[src/redundancy_regs.svh]
// Purpose: Constants of the standby redundancy controller
// Assumes: 25 MHz controller clock, load share read as a code
// Notes:   Definitions only
`ifndef REDUNDANCY_REGS_SVH
`define REDUNDANCY_REGS_SVH

// ------------------------------------------------------------
// Command codes and reset values
// ------------------------------------------------------------
`define CMD_ROLE_CONFIG    8'hd0
`define ROLE_RESET         8'h00
`define COMM_RESET         8'h00

// ------------------------------------------------------------
// Role byte encodings
// ------------------------------------------------------------
`define ROLE_STANDARD      8'h00
`define ROLE_ACTIVE        8'h01
`define ROLE_STANDBY1      8'h02
`define ROLE_STANDBY2      8'h03
`define ROLE_STANDBY3      8'h04
`define ROLE_ALWAYS_STBY   8'h05

// ------------------------------------------------------------
// Communication status bit positions
// ------------------------------------------------------------
`define COMM_CMD_BIT       7
`define COMM_DATA_BIT      6
`define COMM_PEC_BIT       5

// ------------------------------------------------------------
// Load share levels in millivolts
// ------------------------------------------------------------
`define LS_FULL_MV         8000
`define EN1_MV             3200
`define DIS1_MV            1440
`define EN2_MV             5000
`define DIS2_MV            3010
`define EN3_MV             6700
`define DIS3_MV            4520

// ------------------------------------------------------------
// Timing
// ------------------------------------------------------------
`define CLK_PERIOD_NS      40
`define WAKE_MAX_NS        100000
`define WAKE_RESP_CYC      4

`endif

[src/redundancy_pkg.sv]
// Purpose: Types of the standby redundancy controller
// Assumes: Constants come from the header
// Notes:   Role values match the role byte
`include "redundancy_regs.svh"

package redundancy_pkg;

    // --------------------------------------------------------
    // Roles and load state
    // --------------------------------------------------------
    typedef enum logic [7:0] {
        ROLE_STANDARD    = `ROLE_STANDARD,
        ROLE_ACTIVE      = `ROLE_ACTIVE,
        ROLE_STANDBY1    = `ROLE_STANDBY1,
        ROLE_STANDBY2    = `ROLE_STANDBY2,
        ROLE_STANDBY3    = `ROLE_STANDBY3,
        ROLE_ALWAYS_STBY = `ROLE_ALWAYS_STBY
    } role_t;

    typedef enum logic {
        LOAD_IDLE = 1'b0,
        LOAD_RUN  = 1'b1
    } load_state_t;

    // --------------------------------------------------------
    // Controller state
    // --------------------------------------------------------
    typedef struct packed {
        role_t       role;
        logic [7:0]  comm;
        logic        wake_prev;
        load_state_t load_st;
        logic        conv_on_n;
        logic        wake_out;
        logic        wake_oe;
        logic        rsp_valid;
        logic [7:0]  rsp_data;
    } ctl_state_t;

endpackage

[src/sync_2ff.sv]
// Purpose: Two flip-flop synchroniser for pin levels
// Assumes: Inputs are levels from outside the clock domain
// Notes:   First stage feeds only the second stage
module sync_2ff #(
    parameter int WIDTH = 1
) (
    input  wire logic             mclk,
    input  wire logic             rst,
    input  wire logic [WIDTH-1:0] async_in,
    output logic      [WIDTH-1:0] sync_out
);

    if (WIDTH < 1) begin : g_bad_width
        $error("sync_2ff needs WIDTH of at least 1");
    end

    typedef struct packed {
        logic [WIDTH-1:0] meta;
        logic [WIDTH-1:0] stable;
    } sync_state_t;

    sync_state_t st_q;
    sync_state_t st_d;

    always_comb begin
        st_d = st_q;
        st_d.meta = async_in;
        st_d.stable = st_q.meta;
    end

    always_ff @(posedge mclk) begin
        if (rst) begin
            st_q <= '0;
        end else begin
            st_q <= st_d;
        end
    end

    assign sync_out = st_q.stable;

endmodule // sync_2ff

[src/standby_redundancy_control.sv]
// Purpose: Decides whether the main converter runs or stands by
// Assumes: Wake bus has a weak pull-down; load share is a code
// Notes:   Management bus framing and PEC done by the bus engine
//
// How it works
// - Pull wake bus low on any fault
// - Standby supply runs within 100 us of wake
// - Undriven wake bus forces every supply on
// - Reset behaves as standard always-on supply
// - Standby positions off only if bus high, load low
// - Standby position selects the load share threshold
// - Position one levels 3.2 V and 1.44 V
// - Position two levels 5.0 V and 3.01 V
// - Position three levels 6.7 V and 4.52 V
// - Load share full scale is 8.0 V
// - Standard and active roles always run converter
// - Wake bus tri-state or high healthy, low faulted
// - Role byte at command D0h, PEC checked
// - Role byte decode 00h to 05h
// - Role 05h stays standby whatever the load
// - Wake bus fall returns standby roles to 00h
// - Standby needs an active supply driving the bus high
// - Load enable compares against host chosen level
// - Unsupported writes rejected, data flag set
`include "redundancy_regs.svh"

module standby_redundancy_control #(
    parameter int LS_BITS    = 10,
    parameter int LS_FULL_MV = `LS_FULL_MV,
    parameter int EN1_MV     = `EN1_MV,
    parameter int DIS1_MV    = `DIS1_MV,
    parameter int EN2_MV     = `EN2_MV,
    parameter int DIS2_MV    = `DIS2_MV,
    parameter int EN3_MV     = `EN3_MV,
    parameter int DIS3_MV    = `DIS3_MV
) (
    input  wire logic               mclk,
    input  wire logic               rst,
    input  wire logic               wake_bus_in,
    output logic                    wake_bus_out,
    output logic                    wake_bus_oe,
    input  wire logic               fault_in,
    input  wire logic               vout_low_in,
    input  wire logic [LS_BITS-1:0] ls_level,
    input  wire logic               cmd_valid,
    input  wire logic               cmd_write,
    input  wire logic [7:0]         cmd_code,
    input  wire logic [7:0]         cmd_wdata,
    input  wire logic               cmd_pec_ok,
    input  wire logic               comm_status_clr,
    output logic                    rsp_valid,
    output logic [7:0]              rsp_data,
    output logic [7:0]              comm_status,
    output logic [7:0]              role_config,
    output logic                    converter_on_n
);

    // --------------------------------------------------------
    // Threshold codes
    // --------------------------------------------------------
    localparam int FULL_CODE = (1 << LS_BITS) - 1;

    localparam logic [LS_BITS-1:0] EN1_CODE =
        LS_BITS'(EN1_MV * FULL_CODE / LS_FULL_MV);
    localparam logic [LS_BITS-1:0] DIS1_CODE =
        LS_BITS'(DIS1_MV * FULL_CODE / LS_FULL_MV);
    localparam logic [LS_BITS-1:0] EN2_CODE =
        LS_BITS'(EN2_MV * FULL_CODE / LS_FULL_MV);
    localparam logic [LS_BITS-1:0] DIS2_CODE =
        LS_BITS'(DIS2_MV * FULL_CODE / LS_FULL_MV);
    localparam logic [LS_BITS-1:0] EN3_CODE =
        LS_BITS'(EN3_MV * FULL_CODE / LS_FULL_MV);
    localparam logic [LS_BITS-1:0] DIS3_CODE =
        LS_BITS'(DIS3_MV * FULL_CODE / LS_FULL_MV);

    localparam int WAKE_MAX_CYC = `WAKE_MAX_NS / `CLK_PERIOD_NS;

    // --------------------------------------------------------
    // Elaboration checks
    // --------------------------------------------------------
    if (LS_BITS < 4 || LS_BITS > 16) begin : g_bad_bits
        $error("LS_BITS must lie between 4 and 16");
    end
    if (DIS1_MV >= EN1_MV || DIS2_MV >= EN2_MV ||
        DIS3_MV >= EN3_MV) begin : g_bad_hyst
        $error("Disable levels must lie below enable levels");
    end
    if (EN3_MV > LS_FULL_MV) begin : g_bad_scale
        $error("Enable levels must not exceed full scale");
    end
    if (WAKE_MAX_CYC < `WAKE_RESP_CYC) begin : g_bad_wake
        $error("Clock too slow for the wake response time");
    end

    // --------------------------------------------------------
    // Pin synchronisers
    // --------------------------------------------------------
    logic [2:0] pins_s;
    logic       wake_s;
    logic       fault_s;
    logic       vlow_s;

    sync_2ff #(
        .WIDTH    (3)
    ) u_pin_sync (
        .mclk     (mclk),
        .rst      (rst),
        .async_in ({wake_bus_in, fault_in, vout_low_in}),
        .sync_out (pins_s)
    );

    assign wake_s  = pins_s[2];
    assign fault_s = pins_s[1];
    assign vlow_s  = pins_s[0];

    // --------------------------------------------------------
    // State
    // --------------------------------------------------------
    redundancy_pkg::ctl_state_t ctl_q;
    redundancy_pkg::ctl_state_t ctl_d;

    logic               fault_any;
    logic               wake_fall;
    logic               is_position;
    logic               is_standby;
    logic               always_on;
    logic [LS_BITS-1:0] en_code;
    logic [LS_BITS-1:0] dis_code;
    logic               over_en;
    logic               under_dis;
    logic               run;
    logic               role_wr;
    logic               role_wr_ok;

    // --------------------------------------------------------
    // Decode
    // --------------------------------------------------------
    assign fault_any = fault_s | vlow_s;
    assign wake_fall = ctl_q.wake_prev & ~wake_s;

    assign is_position =
        ctl_q.role == redundancy_pkg::ROLE_STANDBY1 ||
        ctl_q.role == redundancy_pkg::ROLE_STANDBY2 ||
        ctl_q.role == redundancy_pkg::ROLE_STANDBY3;
    assign is_standby = is_position ||
        ctl_q.role == redundancy_pkg::ROLE_ALWAYS_STBY;
    assign always_on = ~is_standby;

    // Threshold chosen by the host programmed position
    assign en_code =
        ctl_q.role == redundancy_pkg::ROLE_STANDBY1 ? EN1_CODE :
        ctl_q.role == redundancy_pkg::ROLE_STANDBY2 ? EN2_CODE :
        EN3_CODE;
    assign dis_code =
        ctl_q.role == redundancy_pkg::ROLE_STANDBY1 ? DIS1_CODE :
        ctl_q.role == redundancy_pkg::ROLE_STANDBY2 ? DIS2_CODE :
        DIS3_CODE;

    assign over_en   = is_position && ls_level > en_code;
    assign under_dis = ls_level < dis_code;

    // Low bus covers both a fault and nobody driving high
    assign run = always_on || ~wake_s || over_en ||
        (is_position &&
         ctl_q.load_st == redundancy_pkg::LOAD_RUN);

    assign role_wr = cmd_valid && cmd_write &&
        cmd_code == `CMD_ROLE_CONFIG;
    assign role_wr_ok = role_wr && cmd_pec_ok &&
        cmd_wdata <= `ROLE_ALWAYS_STBY;

    // --------------------------------------------------------
    // Next state
    // --------------------------------------------------------
    always_comb begin
        ctl_d = ctl_q;
        ctl_d.wake_prev = wake_s;
        ctl_d.rsp_valid = 1'b0;

        // Load hysteresis
        case (ctl_q.load_st)
            redundancy_pkg::LOAD_IDLE: begin
                if (over_en) begin
                    ctl_d.load_st = redundancy_pkg::LOAD_RUN;
                end
            end
            redundancy_pkg::LOAD_RUN: begin
                if (!is_position || under_dis) begin
                    ctl_d.load_st = redundancy_pkg::LOAD_IDLE;
                end
            end
            default: begin
                ctl_d.load_st = redundancy_pkg::LOAD_IDLE;
            end
        endcase

        ctl_d.conv_on_n = ~run;

        // Wake bus drive
        if (fault_any) begin
            ctl_d.wake_oe  = 1'b1;
            ctl_d.wake_out = 1'b0;
        end else if (ctl_q.role == redundancy_pkg::ROLE_ACTIVE) begin
            ctl_d.wake_oe  = 1'b1;
            ctl_d.wake_out = 1'b1;
        end else begin
            ctl_d.wake_oe  = 1'b0;
            ctl_d.wake_out = 1'b0;
        end

        // Status clear, then new events so that a set wins
        if (comm_status_clr) begin
            ctl_d.comm = `COMM_RESET;
        end

        // Management bus commands
        if (cmd_valid) begin
            if (cmd_code == `CMD_ROLE_CONFIG) begin
                if (!cmd_write) begin
                    ctl_d.rsp_valid = 1'b1;
                    ctl_d.rsp_data  = ctl_q.role;
                end else if (!cmd_pec_ok) begin
                    ctl_d.comm[`COMM_PEC_BIT] = 1'b1;
                end else if (role_wr_ok) begin
                    ctl_d.role =
                        redundancy_pkg::role_t'(cmd_wdata);
                end else begin
                    ctl_d.comm[`COMM_DATA_BIT] = 1'b1;
                end
            end else if (cmd_write) begin
                ctl_d.comm[`COMM_DATA_BIT] = 1'b1;
            end else begin
                ctl_d.comm[`COMM_CMD_BIT] = 1'b1;
                ctl_d.rsp_valid = 1'b1;
                ctl_d.rsp_data  = 8'h00;
            end
        end

        // Wake event overrides a same cycle host write
        if (wake_fall && is_standby) begin
            ctl_d.role = redundancy_pkg::ROLE_STANDARD;
            ctl_d.load_st = redundancy_pkg::LOAD_IDLE;
        end
    end

    always_ff @(posedge mclk) begin
        if (rst) begin
            ctl_q <= '{
                role:      redundancy_pkg::role_t'(`ROLE_RESET),
                comm:      `COMM_RESET,
                load_st:   redundancy_pkg::LOAD_IDLE,
                default:   '0
            };
        end else begin
            ctl_q <= ctl_d;
        end
    end

    // --------------------------------------------------------
    // Outputs
    // --------------------------------------------------------
    assign wake_bus_out   = ctl_q.wake_out;
    assign wake_bus_oe    = ctl_q.wake_oe;
    assign converter_on_n = ctl_q.conv_on_n;
    assign rsp_valid      = ctl_q.rsp_valid;
    assign rsp_data       = ctl_q.rsp_data;
    assign comm_status    = ctl_q.comm;
    assign role_config    = ctl_q.role;

    // --------------------------------------------------------
    // Assertions
    // --------------------------------------------------------
    a_fault_pulls_low: assert property (
        @(posedge mclk) disable iff (rst)
        $rose(fault_in) ##2 fault_in |=> (wake_bus_oe && !wake_bus_out)
    ) else $error("Fault did not pull the wake bus low");

    a_wake_response: assert property (
        @(posedge mclk) disable iff (rst)
        ($fell(wake_bus_in) && is_standby)
            ##1 !wake_bus_in[*2]
        |-> ##[0:2] !converter_on_n
    ) else $error("Standby supply slow to start after wake");

    a_undriven_runs: assert property (
        @(posedge mclk) disable iff (rst)
        !wake_s |=> !converter_on_n
    ) else $error("Converter off while wake bus low");

    a_reset_default: assert property (
        @(posedge mclk)
        $past(rst) && !rst |->
            (role_config == `ROLE_RESET && !converter_on_n
             && !wake_bus_oe)
    ) else $error("Reset did not give standard running state");

    a_standby_off: assert property (
        @(posedge mclk) disable iff (rst)
        (is_standby && wake_s && !over_en && !wake_fall &&
         ctl_q.load_st == redundancy_pkg::LOAD_IDLE)
        |=> converter_on_n
    ) else $error("Standby supply running without cause");

    a_enable_level: assert property (
        @(posedge mclk) disable iff (rst)
        (is_position && ls_level > en_code) |=> !converter_on_n
    ) else $error("Load above enable level left converter off");

    a_always_on: assert property (
        @(posedge mclk) disable iff (rst)
        always_on |=> !converter_on_n
    ) else $error("Always-on role stopped its converter");

    a_active_drive: assert property (
        @(posedge mclk) disable iff (rst)
        (ctl_q.role == redundancy_pkg::ROLE_ACTIVE && !fault_any)
        |=> (wake_bus_oe && wake_bus_out)
    ) else $error("Healthy active supply not driving high");

    a_healthy_float: assert property (
        @(posedge mclk) disable iff (rst)
        (ctl_q.role != redundancy_pkg::ROLE_ACTIVE && !fault_any)
        |=> !wake_bus_oe
    ) else $error("Healthy passive supply drove the wake bus");

    a_role_write: assert property (
        @(posedge mclk) disable iff (rst)
        (role_wr_ok && !(wake_fall && is_standby))
        |=> role_config == $past(cmd_wdata)
    ) else $error("Valid role write not stored");

    a_always_stby: assert property (
        @(posedge mclk) disable iff (rst)
        (ctl_q.role == redundancy_pkg::ROLE_ALWAYS_STBY && wake_s
         && !wake_fall) |=> converter_on_n
    ) else $error("Always-standby supply ran on a high bus");

    a_wake_rewrite: assert property (
        @(posedge mclk) disable iff (rst)
        (wake_fall && is_standby)
        |=> role_config == `ROLE_STANDARD
    ) else $error("Wake event did not restore standard role");

    a_hyst_hold: assert property (
        @(posedge mclk) disable iff (rst)
        (ctl_q.load_st == redundancy_pkg::LOAD_RUN && is_position
         && !under_dis && !wake_fall && !role_wr)
        |=> ctl_q.load_st == redundancy_pkg::LOAD_RUN
    ) else $error("Standby supply left run above disable level");

    a_bad_write_flag: assert property (
        @(posedge mclk) disable iff (rst)
        (cmd_valid && cmd_write && cmd_code != `CMD_ROLE_CONFIG)
        |=> comm_status[`COMM_DATA_BIT]
    ) else $error("Unsupported write not flagged");

endmodule // standby_redundancy_control

[config.mk]
export PLATFORM = sky130hd
export DESIGN_NAME = standby_redundancy_control
export DESIGN_NICKNAME = d
export VERILOG_FILES = /design/src/redundancy_pkg.sv /design/src/sync_2ff.sv /design/src/standby_redundancy_control.sv
export VERILOG_INCLUDE_DIRS = /design/src /design/src/src
export SDC_FILE = /design/constraint.sdc
export NUM_CORES = 1
export LEC_CHECK = 0
export BUFFER_PORTS_ARGS = -buffer_cell sky130_fd_sc_hd__buf_2
export CAP_MARGIN = 25
export CORE_UTILIZATION = 49
export DETAILED_ROUTE_END_ITERATION = 10
export GPL_TIMING_DRIVEN = 0
export PLACE_DENSITY = 0.79
export SKIP_CTS_REPAIR_TIMING = 1
export SYNTH_ARGS = -nofsm -noshare
export SYNTH_HDL_FRONTEND = slang
export SYNTH_HIERARCHICAL = 1
export SYNTH_SLANG_ARGS = --single-unit
export TNS_END_PERCENT = 5
[constraint.sdc]
create_clock -name mclk -period 3 [get_ports mclk]
set_input_delay 0.3 -clock mclk [delete_from_list [all_inputs] [get_ports mclk]]
set_output_delay 0.3 -clock mclk [all_outputs]
set_load 0.05 [all_outputs]
======== Word-level counts from Yosys, hierarchy flattened ========
Cells that the tools add are included.
operators by class
  equality and inequality tests ........... 6
  multiplexer cells ....................... 23
  bitwise operators ....................... 8
  reductions and logical operators ........ 20
  order comparisons ....................... 3
operators with widths
  kind                                                  count
  2-to-1 mux 9 bit                                      4
  2-to-1 mux 10 bit                                     3
  equality test 8 x 2 -> 1 bit (second input constant)  2
  equality test 8 x 3 -> 1 bit (second input constant)  2
  2-to-1 mux 1 bit                                      11
  greater-than comparator 10 bit                        1
  less-than comparator 10 bit                           1
  equality test 8 x 1 -> 1 bit (second input constant)  1
  equality test 8 bit (second input constant)           1
  <= comparator 8 x 3 -> 1 bit (second input constant)  1
  2-to-1 mux 8 bit                                      1
  logical AND 1 bit                                     7
  logical OR 1 bit                                      7
  inverter 1 bit                                        6
  OR reduction 2 bit                                    3
  AND reduction 5 bit                                   1
  2-to-1 mux 2 bit                                      2
  2-to-1 mux 3 bit                                      1
  case mux 1 bit (2 select lines)                       1
  AND reduction 2 bit                                   1
  bitwise AND 1 bit                                     1
  logical NOT 1 bit                                     1
  OR 1 bit                                              1
storage, ports and cells
  input bits .............................. 35
  word-level logic and storage cells ...... 71
  register bits after elaboration ......... 31
  output and inout bits ................... 28

======== Depth between registers and ports, before layout ========
Gate-level depths: netlist (run 1).
  depth in word-level cells ............... 9
  gate-level depth with buffers ........... 11
  depth with buffers taken out ............ 10

======== By module ========
The synthesis (run 1) kept the hierarchy.
modules (own cells, without submodules)
  module                      cells each  times used  area each (um^2)  seq. area each (um^2)
  standby_redundancy_control  189         1           1550.2            500.5
  sync_2ff                    12          1           157.7             120.1

======== Least setup slack after synthesis (run 1) ========
Ideal clock, no wire load.
  path kind ............................... register -> register
  from .................................... reg ctl_q, in the netlist role_config[1]
  to ...................................... reg ctl_q[12] (netlist bit)
  library setup time ...................... 0.136 ns
  stages on the path, launching flop included .. 12
  path buffers ............................ 1
  data required time ...................... 2.864 ns
  slack ................................... 0.610 ns
  arrival ................................. 2.254 ns
  period minus slack after synthesis ...... 2.390 ns
  path through ............................ dfxtp_1 -> clkbuf_1 -> nor2b_1 -> nand3_1 -> nor2_1 -> inv_1 -> ha_1 -> a21oi_1 -> a21oi_1 -> or3_1 -> o21ai_0 -> nand3_1
between the ends
  cells in the longest elaborated chain, start to end .. 7
  elaborated cells between the ends (all ways) .. 21
  those cells by class .................... order compare: 2; eq/ne: 4; mux: 7; reduce/logical: 8
ends and longest elaborated chain
  element                                                       RTL line                                                              source
  from (decl)                                                   standby_redundancy_control.sv:119                                     redundancy_pkg::ctl_state_t ctl_q;
  from (signal assigned)                                        standby_redundancy_control.sv:248                                     ctl_q <= '{
  from (signal assigned)                                        standby_redundancy_control.sv:255                                     ctl_q <= ctl_d;
  equality test 8 x 2 -> 1 bit (on tied branches)               --
  2-to-1 mux 10 bit, or another cell as far along               standby_redundancy_control.sv:156                                     ctl_q.role == redundancy_pkg::ROLE_STANDBY2 ? DIS2_CODE :
  2-to-1 mux 10 bit, or another cell as far along               standby_redundancy_control.sv:155                                     ctl_q.role == redundancy_pkg::ROLE_STANDBY1 ? DIS1_CODE :
  less-than comparator 10 bit, or another cell as far along     standby_redundancy_control.sv:160                                     assign under_dis = ls_level < dis_code;
  logical OR 1 bit / logical AND 1 bit (equally long branches)  standby_redundancy_control.sv:188, standby_redundancy_control.sv:159
  2-to-1 mux 1 bit (on tied branches)                           standby_redundancy_control.sv:188, standby_redundancy_control.sv:183
  case mux 1 bit (2 select lines)                               standby_redundancy_control.sv:181                                     case (ctl_q.load_st)
Several ways; a longest one is shown, not always the timed one.
A chain may end at the register's enable or synchronous reset.

======== Worst setup path in the final report (run 1) ========
  from .................................... reg ctl_q, in the netlist role_config[1]
  to ...................................... reg ctl_q, in the netlist converter_on_n
between the ends
  cells in the longest elaborated chain, start to end .. 9
  elaborated cells between the ends (all ways) .. 17
  those cells by class .................... order compare: 1; eq/ne: 4; mux: 2; bitwise: 2; reduce/logical: 8
ends and longest elaborated chain
  element                                                                                 RTL line                           source
  parallel branches: the longest is 7 deep, another holds greater-than comparator 10 bit  --
  logical OR 1 bit *                                                                      standby_redundancy_control.sv:163  assign run = always_on || ~wake_s || over_en ||
  inverter 1 bit *                                                                        standby_redundancy_control.sv:197  ctl_d.conv_on_n = ~run;
Every way passes the cells marked *.

==> out/qor.yml, run 1 <==
outcome: "finished, final reports clean"
ys_types: 38
synth_top_area_frac: 0.363
synthTopCellsByArea: "dfxtp_1 (36%), ha_1 (11%), buf_4 (11%), nand3_1 (4.4%), a21oi_1 (4.1%)"
power.total_uw: 743
clockBufferDepth: 2
rsz0062_at_grt: "no"
num-fill-cells: 306
rrSetupSlack_ps: 320
vias: 1517
synthToLayoutAreaGrowth_pct: 24.0
drive_above_1_share: 0.338
place_congestion: 0.760
worst-path-max-fanout: 9
max_stage_delay_ps: 520
hp-class: "in2reg"
synthCells: 201
startpoint_type: "flop"
dr.pass1.iters: 4
fmax_ghz: 0.374
hold_viol: 0
finalMaxSlewViolations: 0
n_antenna_cell: 0
dpl.hpwl_um: 2590
dieArea_mm2: 0.00373
core_mm2: 0.00334
crit_top_cell: "nor2b_1"
worstSetupEndpointType: "flop"
pin_count: 63
root_buffer: "clkbuf_4"
fp.dieW_um: 61.0
drtAntennaViolNets: 0
critical_path.cell_chain: "nor2b_1 > nand3_1 > inv_1 > nand2_1 > ha_1 > nor2b_1 > o21ai_0 > a221oi_1 > o31a_1 > a211oi_1"
slowest_stage: "dfxtp_1"
r2r_start: "role_config[1]"
clkLatencyLatePin_ps: 320
numCtsBuffers: 5
wl_per_cell_um: 10.4
viasPerCell: 4.82
yosys_register_bits: 31
p_leak_uw: 0.00107
avgSynthCellArea_um2: 8.50
worstSetupPathType: "reg2reg"
rows: 21
grt_max_degree: 14
finalClockSkew_ps: 11.2
syn_area_mm2: 0.00171
worst_hold_path.endpoint: "u_pin_sync/st_d[2]"
arrival_ps: 2890
finalWorstSetupSlack_ps: 323
maxCapViolations: 0
async_flop_share: 0
yosysMostFrequentCell: "dfxtp_1"
die_y_um: 61.0
rr_endpoint: "converter_on_n"
synthTopCellsByCount: "dfxtp_1 (31), buf_4 (24), nor2_1 (17), ha_1 (15), nand3_1 (15)"
place_inst: 308
hold_path_depth: 2
power.density_mw_per_mm2: 351
synth.largest_area_cell: "dfxtp_1"
synth_flop_cell: "dfxtp_1"
ys_seq_area_frac: 0.363
drt_iter0_markers: 55
cts_tree: "built"
fin_cells: 315
htreeDepth: 2
ir_worst_vdd_mv: 0.373
required_ps: 3220
fin_crit_ps: 2680
numPortBuffers: 57
grt.overflow.total: 0
wl_um: 3270
grt_pass1_vias: 1237
rr_worst_depth: 10
synth_edf_count: 0
grt_use_total: 0.185
grt_pass1_wl_um: 5150
route.detailed.drc: 0
finalSetupViolCount: 0
fin_nets: 318
clock-sinks: 31
final.setup.tns_ps: 0
antenna_found_initial: 0
preCtsSetupSlack_ps: 176
cts.clk_slew.worst_paths_ps: 90
min_period_over_period: 0.892
initial_core_util: 0.512
ys_warn_count: 6
min_from: "wake_bus_in"
cells by family (layout without fill, tap and decap cells):
group / Yosys count / count (layout) / synth area share
other cells: 1 / 5 / 0.00220
xor+xnor: 1 / 1 / 0.00513
flops: 31 / 31 / 0.363
fa+ha+maj: 15 / 15 / 0.110
simple gates: 82 / 82 / 0.253
buf+inv: 39 / 103 / 0.140
mux: 3 / 3 / 0.0176
compound gates: 29 / 29 / 0.108
power breakdown:
part           internal (uW)  switching [uW]  leakage, uW  total (uW)
logic                   40.6            59.8     0.000785         100
registers                418            2.28     0.000252         420
clock network           91.3             131    0.0000293         222
critical path, delay by kind of cell (launching register included):
kind / cells / cell delay [ps]
simple gates: 4 / 790
compound gates: 4 / 760
flops: 1 / 520
fa+ha+maj: 1 / 340
buf+inv: 1 / 170
layer usage:
| layer | up-vias | GRT usage | routed length, um |
|---|---|---|---|
| met1 | 687 | 0.235 | 1550 |
| met4 | 0 | 0.0487 | 14 |
| met2 | 28 | 0.306 | 1580 |
| met5 | - | 0 | 0 |
| met3 | 2 | 0.0546 | 122 |
| li1 | 800 | - | - |
metrics by stage:
| stage | hold WS [ps] | instance area [um^2] | util |
|---|---|---|---|
| finish | 200 | 2120 | 0.634 |
| CTS | 186 | 2120 | 0.634 |
| floorplan | 369 | 1720 | - |
| detailed placement | 427 | 2070 | 0.619 |
| global placement | 416 | 2070 | 0.619 |
| global route | 196 | 2120 | 0.634 |
worst max-delay path by stage:
| stage | startpoint | to | slack, ps | cells after the start |
|---|---|---|---|---|
| 5_1_grt | role_config[1] | converter_on_n | 90 | 10 |
| 3_3_place_gp | role_config[1] | converter_on_n | 230 | 11 |
| 4_1_cts | role_config[1] | converter_on_n | 160 | 11 |
| 2_1_floorplan | role_config[1] | ctl_q[12] | 610 | 11 |
| 6_report | role_config[1] | converter_on_n | 320 | 10 |
| 3_5_place_dp | role_config[1] | converter_on_n | 180 | 11 |
area by class of cell:
cell class	count	area, um^2	share of cell area
buffer	30	205	0.0969
clock buffer	7	45.0	0.0213
clock inverter	1	5.00	0.00236
inverter	8	30.0	0.0142
multi-input combinational	135	868	0.410
sequential	31	621	0.293
tap	46	57.6	0.0272
timing repair buffer	57	285	0.135
sequential cells by signal, summed over array words and instances (netlist names):
name	cells
role_config	8
rsp_data	8
comm_status	3
u_pin_sync/st_d	3
u_pin_sync/sync_out	3
ctl_q	2
converter_on_n	1
rsp_valid	1
wake_bus_oe	1
wake_bus_out	1
cells in the final DEF, fill, tap and decap left out, drive strengths merged:
cell	Yosys	layout
a2111oi	1	1
a211oi	4	4
a21o	1	1
a21oi	14	14
a221oi	1	1
a32oi	1	1
a41o	1	1
and2	6	6
and2b	1	1
and3	1	1
buf	26	83
clkbuf	5	11
clkinv	0	1
conb	1	5
dfxtp	31	31
ha	15	15
inv	8	8
mux2i	3	3
nand2	14	14
nand2b	2	2
nand3	15	15
nand3b	2	2
nand4	2	2
nand4b	1	1
nor2	17	17
nor2b	11	11
nor3	3	3
nor3b	1	1
nor4	2	2
nor4b	1	1
o2111ai	1	1
o21ai	3	3
o311ai	1	1
o31a	1	1
or3	2	2
or4b	1	1
xor2	1	1
Note: power is estimated with default switching activity, not from simulation.
==> run 2: changes to the inputs <==
--- a/config.mk
+++ b/config.mk
@@ -8,10 +8,10 @@
 export LEC_CHECK = 0
 export BUFFER_PORTS_ARGS = -buffer_cell sky130_fd_sc_hd__buf_2
 export CAP_MARGIN = 25
-export CORE_UTILIZATION = 49
+export CORE_UTILIZATION = 45
 export DETAILED_ROUTE_END_ITERATION = 10
 export GPL_TIMING_DRIVEN = 0
-export PLACE_DENSITY = 0.79
+export PLACE_DENSITY = 0.74
 export SKIP_CTS_REPAIR_TIMING = 1
 export SYNTH_ARGS = -nofsm -noshare
 export SYNTH_HDL_FRONTEND = slang
==> constraint.sdc (replaced) <==
create_clock -name mclk -period 3.41 [get_ports mclk]
set_input_delay 0.341 -clock mclk [delete_from_list [all_inputs] [get_ports mclk]]
set_output_delay 0.341 -clock mclk [all_outputs]
set_load 0.05 [all_outputs]
==> run 2 against run 1 <==
Core utilization down 4.7 points. Global-route usage up 0.081 points. Critical path depth unchanged. Clock-buffer cell count unchanged. Die area up 8.6%. Clock power up 22%. Via count unchanged. Flip-flop and latch count unchanged.
==> out/qor.yml, run 2 (synthesis gave the netlist of run 1 again) <==
crit_buf_inv: 1  # unchanged
grt_max_degree: 14  # unchanged
worstSetupEndpointType: "flop"
arrival_ps: 2990  # +100 ps
clock-sinks: 31  # unchanged
viasPerCell: 4.77  # -0.94%
numCtsBuffers: 5  # unchanged
outcome: "finished, final reports clean"
cts.clk_slew.worst_paths_ps: 60  # -30 ps
core_mm2: 0.00366  # +9.7%
drive_above_1_share: 0.333  # -0.00496
num-fill-cells: 360  # +18%
worst-path-max-fanout: 6  # -3
drtAntennaViolNets: 0  # unchanged
cp_num_cells: 10  # unchanged
crit_top_cell: "nand3_1"
fin_cells: 318  # +0.95%
final.setup.tns_ps: 0  # unchanged
place_congestion: 0.825  # +8.5%
clockBufferDepth: 2  # unchanged
fin_nets: 319  # +0.31%
hp-class: "in2reg"
power.density_mw_per_mm2: 339  # -3.3%
power.internal_uw: 547  # -0.55%
dr.pass1.iters: 4  # unchanged
wl_um: 3400  # +4.0%
stdcell_area_mm2: 0.00215  # +1.5%
route.detailed.drc: 0  # unchanged
die_y_um: 63.6  # +4.2%
fmax_ghz: 0.352  # -5.9%
preCtsSetupSlack_ps: 601  # +425 ps
layout_common_cells: "buf_2 (59), dfxtp_1 (31), buf_4 (24), nor2_1 (17)"
fp.dieW_um: 63.6  # +4.2%
slowest_stage: "nor3_1"
r2r_start: "role_config[4]"
antenna_found_initial: 0  # unchanged
min_period_over_period: 0.834  # -0.0583
place_inst: 310  # +0.65%
worstSetupPathType: "reg2reg"
post_dp_cell_area_mm2: 0.00207  # +0.12%
rsz0062_at_grt: "no"
final_common_cell: "buf_2"
grt_pass1_vias: 1367  # +11%
worst_slew_pin_slew_ps: 528
cts_tree: "built"
initial_core_util: 0.467  # -0.0453
grt.overflow.total: 0  # unchanged
critical_path.cell_chain: "nor3_1 > nand3_1 > inv_1 > nand2_1 > ha_1 > nor2b_1 > o21ai_0 > a221oi_1 > o311ai_0 > nand3_1"
finalWorstSetupSlack_ps: 566  # +243 ps
rows: 22  # +4.8%
wl_per_cell_um: 10.7  # +3.1%
rr_worst_depth: 10  # unchanged
p_sw_frac: 0.250  # -0.00956
path_delay_family: "simple AND/OR/NAND/NOR gates"
ir_worst_vdd_mv: 0.307  # -18%
startpoint_type: "flop"
clkLatencyLatePin_ps: 280  # -40 ps
finalMaxSlewViolations: 0  # unchanged
p_leak_uw: 0.00108  # +1.2%
seqPwrFrac: 0.507  # -0.059
numPortBuffers: 57  # unchanged
rr_endpoint: "ctl_q[12]"
drt_iter0_markers: 115  # +110%
cp-startpoint: "role_config[4]"
maxCapViolations: 0  # unchanged
required_ps: 3560  # +340 ps
power.total_uw: 729  # -1.8%
synthToLayoutAreaGrowth_pct: 25.9
dieArea_mm2: 0.00405  # +8.6%
max_stage_delay_ps: 470  # -50 ps
finalSetupViolCount: 0  # unchanged
grt_use_total: 0.186  # +0.000807
finalClockSkew_ps: 6.38  # -4.85 ps
fin_crit_ps: 2840  # +167 ps
dpl.hpwl_um: 2710  # +4.7%
hold_viol: 0  # unchanged
vias: 1517  # unchanged
root_buffer: "clkbuf_8"
rrSetupSlack_ps: 570  # +240 ps
htreeDepth: 2  # unchanged
p_switching_uw: 183  # -5.4%
grt_pass1_wl_um: 5790  # +12%
n_antenna_cell: 0  # unchanged
pin_count: 63  # unchanged
max_slew_margin: 0.645
p_comb_frac: 0.122  # -0.013
clkPwrFrac: 0.371  # +0.072
endpoint: "ctl_q[12]"
run 2: changes by cell type in the layout (fill, tap and decap cells not counted):
cell and delta:
clkbuf_8 +5, nor3_2 -1, clkbuf_4 -5, nor3_1 +1, clkbuf_1 +1
run 2: how the worst min path moves through the flow:
stage,from,to,cells after the start
floorplan,u_pin_sync/sync_out[1],wake_bus_out,1
global placement,u_pin_sync/sync_out[1],wake_bus_out,1
detailed placement,u_pin_sync/sync_out[1],wake_bus_out,1
CTS,wake_bus_in,u_pin_sync/st_d[2],2
global route,wake_bus_in,u_pin_sync/st_d[2],2
finish,wake_bus_in,u_pin_sync/st_d[2],2
run 2: per-layer routing:
| metal | wire [um] | vias up | track usage |
|---|---|---|---|
| li1 | - | 799 | - |
| met1 | 1590 | 678 | 0.215 |
| met2 | 1650 | 35 | 0.319 |
| met3 | 123 | 5 | 0.0435 |
| met4 | 40 | 0 | 0.0852 |
| met5 | 0 | - | 0 |
run 2: power by group through the flow:
stage          Sequential [uW]  Clock, uW  Combinational, uW
2_1_floorplan              381          0               51.3
3_3_place_gp               378          0               87.1
3_5_place_dp               378          0               88.9
4_1_cts                    370        278               89.4
5_1_grt                    370        294               99.7
6_report                   370        271               88.9
run 2: cell type report:
type                       count  area [um^2]  area share
buffer                        31          209      0.0972
inverter                       8         30.0      0.0140
multi-input combinational    135          863       0.402
sequential                    31          621       0.289
clock inverter                 1         5.00     0.00233
clock buffer                   7         76.3      0.0355
timing repair buffer          57          285       0.133
tap                           48         60.1      0.0279
run 2: through the flow:
step / hold slack, ps / utilization
6_report: 277 / 0.587
5_1_grt: 295 / 0.587
4_1_cts: 270 / 0.587
3_5_place_dp: 412 / 0.565
3_3_place_gp: 413 / 0.565
2_1_floorplan: 400 / -
==> run 3: changes to the inputs <==
==> constraint.sdc (replaced) <==
create_clock -name mclk -period 2.7 [get_ports mclk]
set_input_delay 0.27 -clock mclk [delete_from_list [all_inputs] [get_ports mclk]]
set_output_delay 0.27 -clock mclk [all_outputs]
set_load 0.05 [all_outputs]
==> run 3 against run 2 <==
Cell count is 0.31% lower. Sequential share of layout area shrank 0.23 points. Die area unchanged. Combinational power up 26%. Clock skew is essentially flat. Non-clock buffer count fell by 1. Total power rose by 26%. Flip-flop and latch count did not move. Global-route usage unchanged. Critical path depth up 1. Sequential power increased by 26%. Critical endpoint unchanged. Largest cell class unchanged. Largest power group unchanged.
==> out/qor.yml, run 3 (synthesis gave the netlist of run 1 again) <==
outcome: "finished, final reports clean"
route.detailed.drc: 0  # unchanged
layout_common_cells: "buf_2 (59), dfxtp_1 (30), buf_4 (24), nor2_1 (16), ha_1 (15)"
startpoint_type: "flop"
power.total_uw: 916  # +26%
grt_max_degree: 14  # unchanged
place_congestion: 0.825  # unchanged
grt_pass1_wl_um: 5790  # unchanged
finalMaxSlewViolations: 0  # unchanged
initial_core_util: 0.467  # unchanged
p_leak_uw: 0.00108  # +0.50%
n_antenna_cell: 0  # unchanged
finalClockSkew_ps: 6.26  # -0.124 ps
dr.pass1.iters: 4  # unchanged
maxCapViolations: 0  # unchanged
required_ps: 2840  # -720 ps
pin_count: 63  # unchanged
worst-path-max-fanout: 8  # +2
wl_per_cell_um: 10.8  # +0.61%
core_mm2: 0.00366  # unchanged
hold_path_depth: 2  # unchanged
rows: 22  # unchanged
clockBufferDepth: 2  # unchanged
dieArea_mm2: 0.00405  # unchanged
worstSetupPathType: "reg2reg"
post_dp_cell_area_mm2: 0.00207  # unchanged
fp.dieW_um: 63.6  # unchanged
drive_above_1_share: 0.357  # +0.0235
min_from: "wake_bus_in"
finalSetupViolCount: 0  # unchanged
hp-class: "in2reg"
drtAntennaViolNets: 0  # unchanged
die_y_um: 63.6  # unchanged
power.density_mw_per_mm2: 422  # +24%
synthToLayoutAreaGrowth_pct: 27.1
final_common_cell: "buf_2"
arrival_ps: 2630  # -360 ps
multi_input_area_um2: 887  # +2.8%
place_inst: 310  # unchanged
numCtsBuffers: 5  # unchanged
num-fill-cells: 355  # -1.4%
final.setup.tns_ps: 0  # unchanged
grt_pass1_vias: 1367  # unchanged
drt_iter0_markers: 67  # -42%
viasPerCell: 4.81  # +0.84%
rrSetupSlack_ps: 220  # -350 ps
fmax_ghz: 0.403  # +15%
rsz0062_at_grt: "no"
ir_worst_vdd_mv: 0.376  # +23%
wl_um: 3410  # +0.29%
root_buffer: "clkbuf_8"
r2r_start: "role_config[2]"
seq_area_um2: 622  # +0.20%
cts_tree: "built"
grt.overflow.total: 0  # unchanged
stdcell_area_mm2: 0.00217  # +0.99%
fin_crit_ps: 2480  # -362 ps
antenna_found_initial: 0  # unchanged
fin_cells: 317  # -0.31%
dpl.hpwl_um: 2710  # unchanged
rr_worst_depth: 11  # +1
whs_ps: 207  # -69.7 ps
htreeDepth: 2  # unchanged
numPortBuffers: 57  # unchanged
min_period_over_period: 0.919  # +0.0851
grt_use_total: 0.186  # unchanged
hold_viol: 0  # unchanged
cts.clk_slew.worst_paths_ps: 60  # about the same
clkLatencyLatePin_ps: 280  # about the same
vias: 1525  # +0.53%
fin_nets: 318  # -0.31%
rr_endpoint: "ctl_q[12]"
worstSetupEndpointType: "flop"
clock-sinks: 31  # unchanged
worst_hold_path.endpoint: "u_pin_sync/st_d[2]"
## run 3: area by class of cell
cell class	count	share of cell area
timing repair buffer	57	0.131
multi-input combinational	135	0.409
tap	48	0.0277
sequential	31	0.286
clock buffer	7	0.0352
inverter	8	0.0138
clock inverter	1	0.00231
buffer	30	0.0945
## run 3: worst max path at each step
stage               cells after the start      startpoint        endpoint
finish                                 11  role_config[2]       ctl_q[12]
global route                           11  role_config[2]  converter_on_n
CTS                                    10  role_config[4]  converter_on_n
detailed placement                     10  role_config[4]  converter_on_n
global placement                       10  role_config[4]  converter_on_n
floorplan                              11  role_config[1]       ctl_q[12]
## run 3: stage by stage
stage,util,worst slack (ps)
4_1_cts,0.587,-126
3_5_place_dp,0.565,-109
6_report,0.593,218
3_3_place_gp,0.565,-82.0
2_1_floorplan,-,310
5_1_grt,0.593,34.5
## run 3: worst max-delay path, stage by stage, from the launching register on
cell	delay, ps
dfxtp_1	300
clkbuf_1	200
nor2b_2	210
nand3_2	160
inv_1	160
nand2_2	130
ha_1	330
nor2b_1	130
o21ai_0	160
a221oi_1	120
o311ai_0	340
nand3_1	110
## run 3: routing by layer
layer  track usage  vias to the layer above  wire, um
met2         0.319                       37      1660
met4        0.0852                        0        40
met1         0.215                      686      1600
met3        0.0435                        4       110
li1              -                      798         -
met5             0                        -         0
## run 3: report_power, final
| group | switching [uW] | leakage, uW | internal (uW) |
|---|---|---|---|
| combinational | 67.1 | 0.000790 | 45.2 |
| clock | 156 | 0.0000422 | 180 |
| sequential | 2.45 | 0.000252 | 465 |
| total | 225 | 0.00108 | 690 |
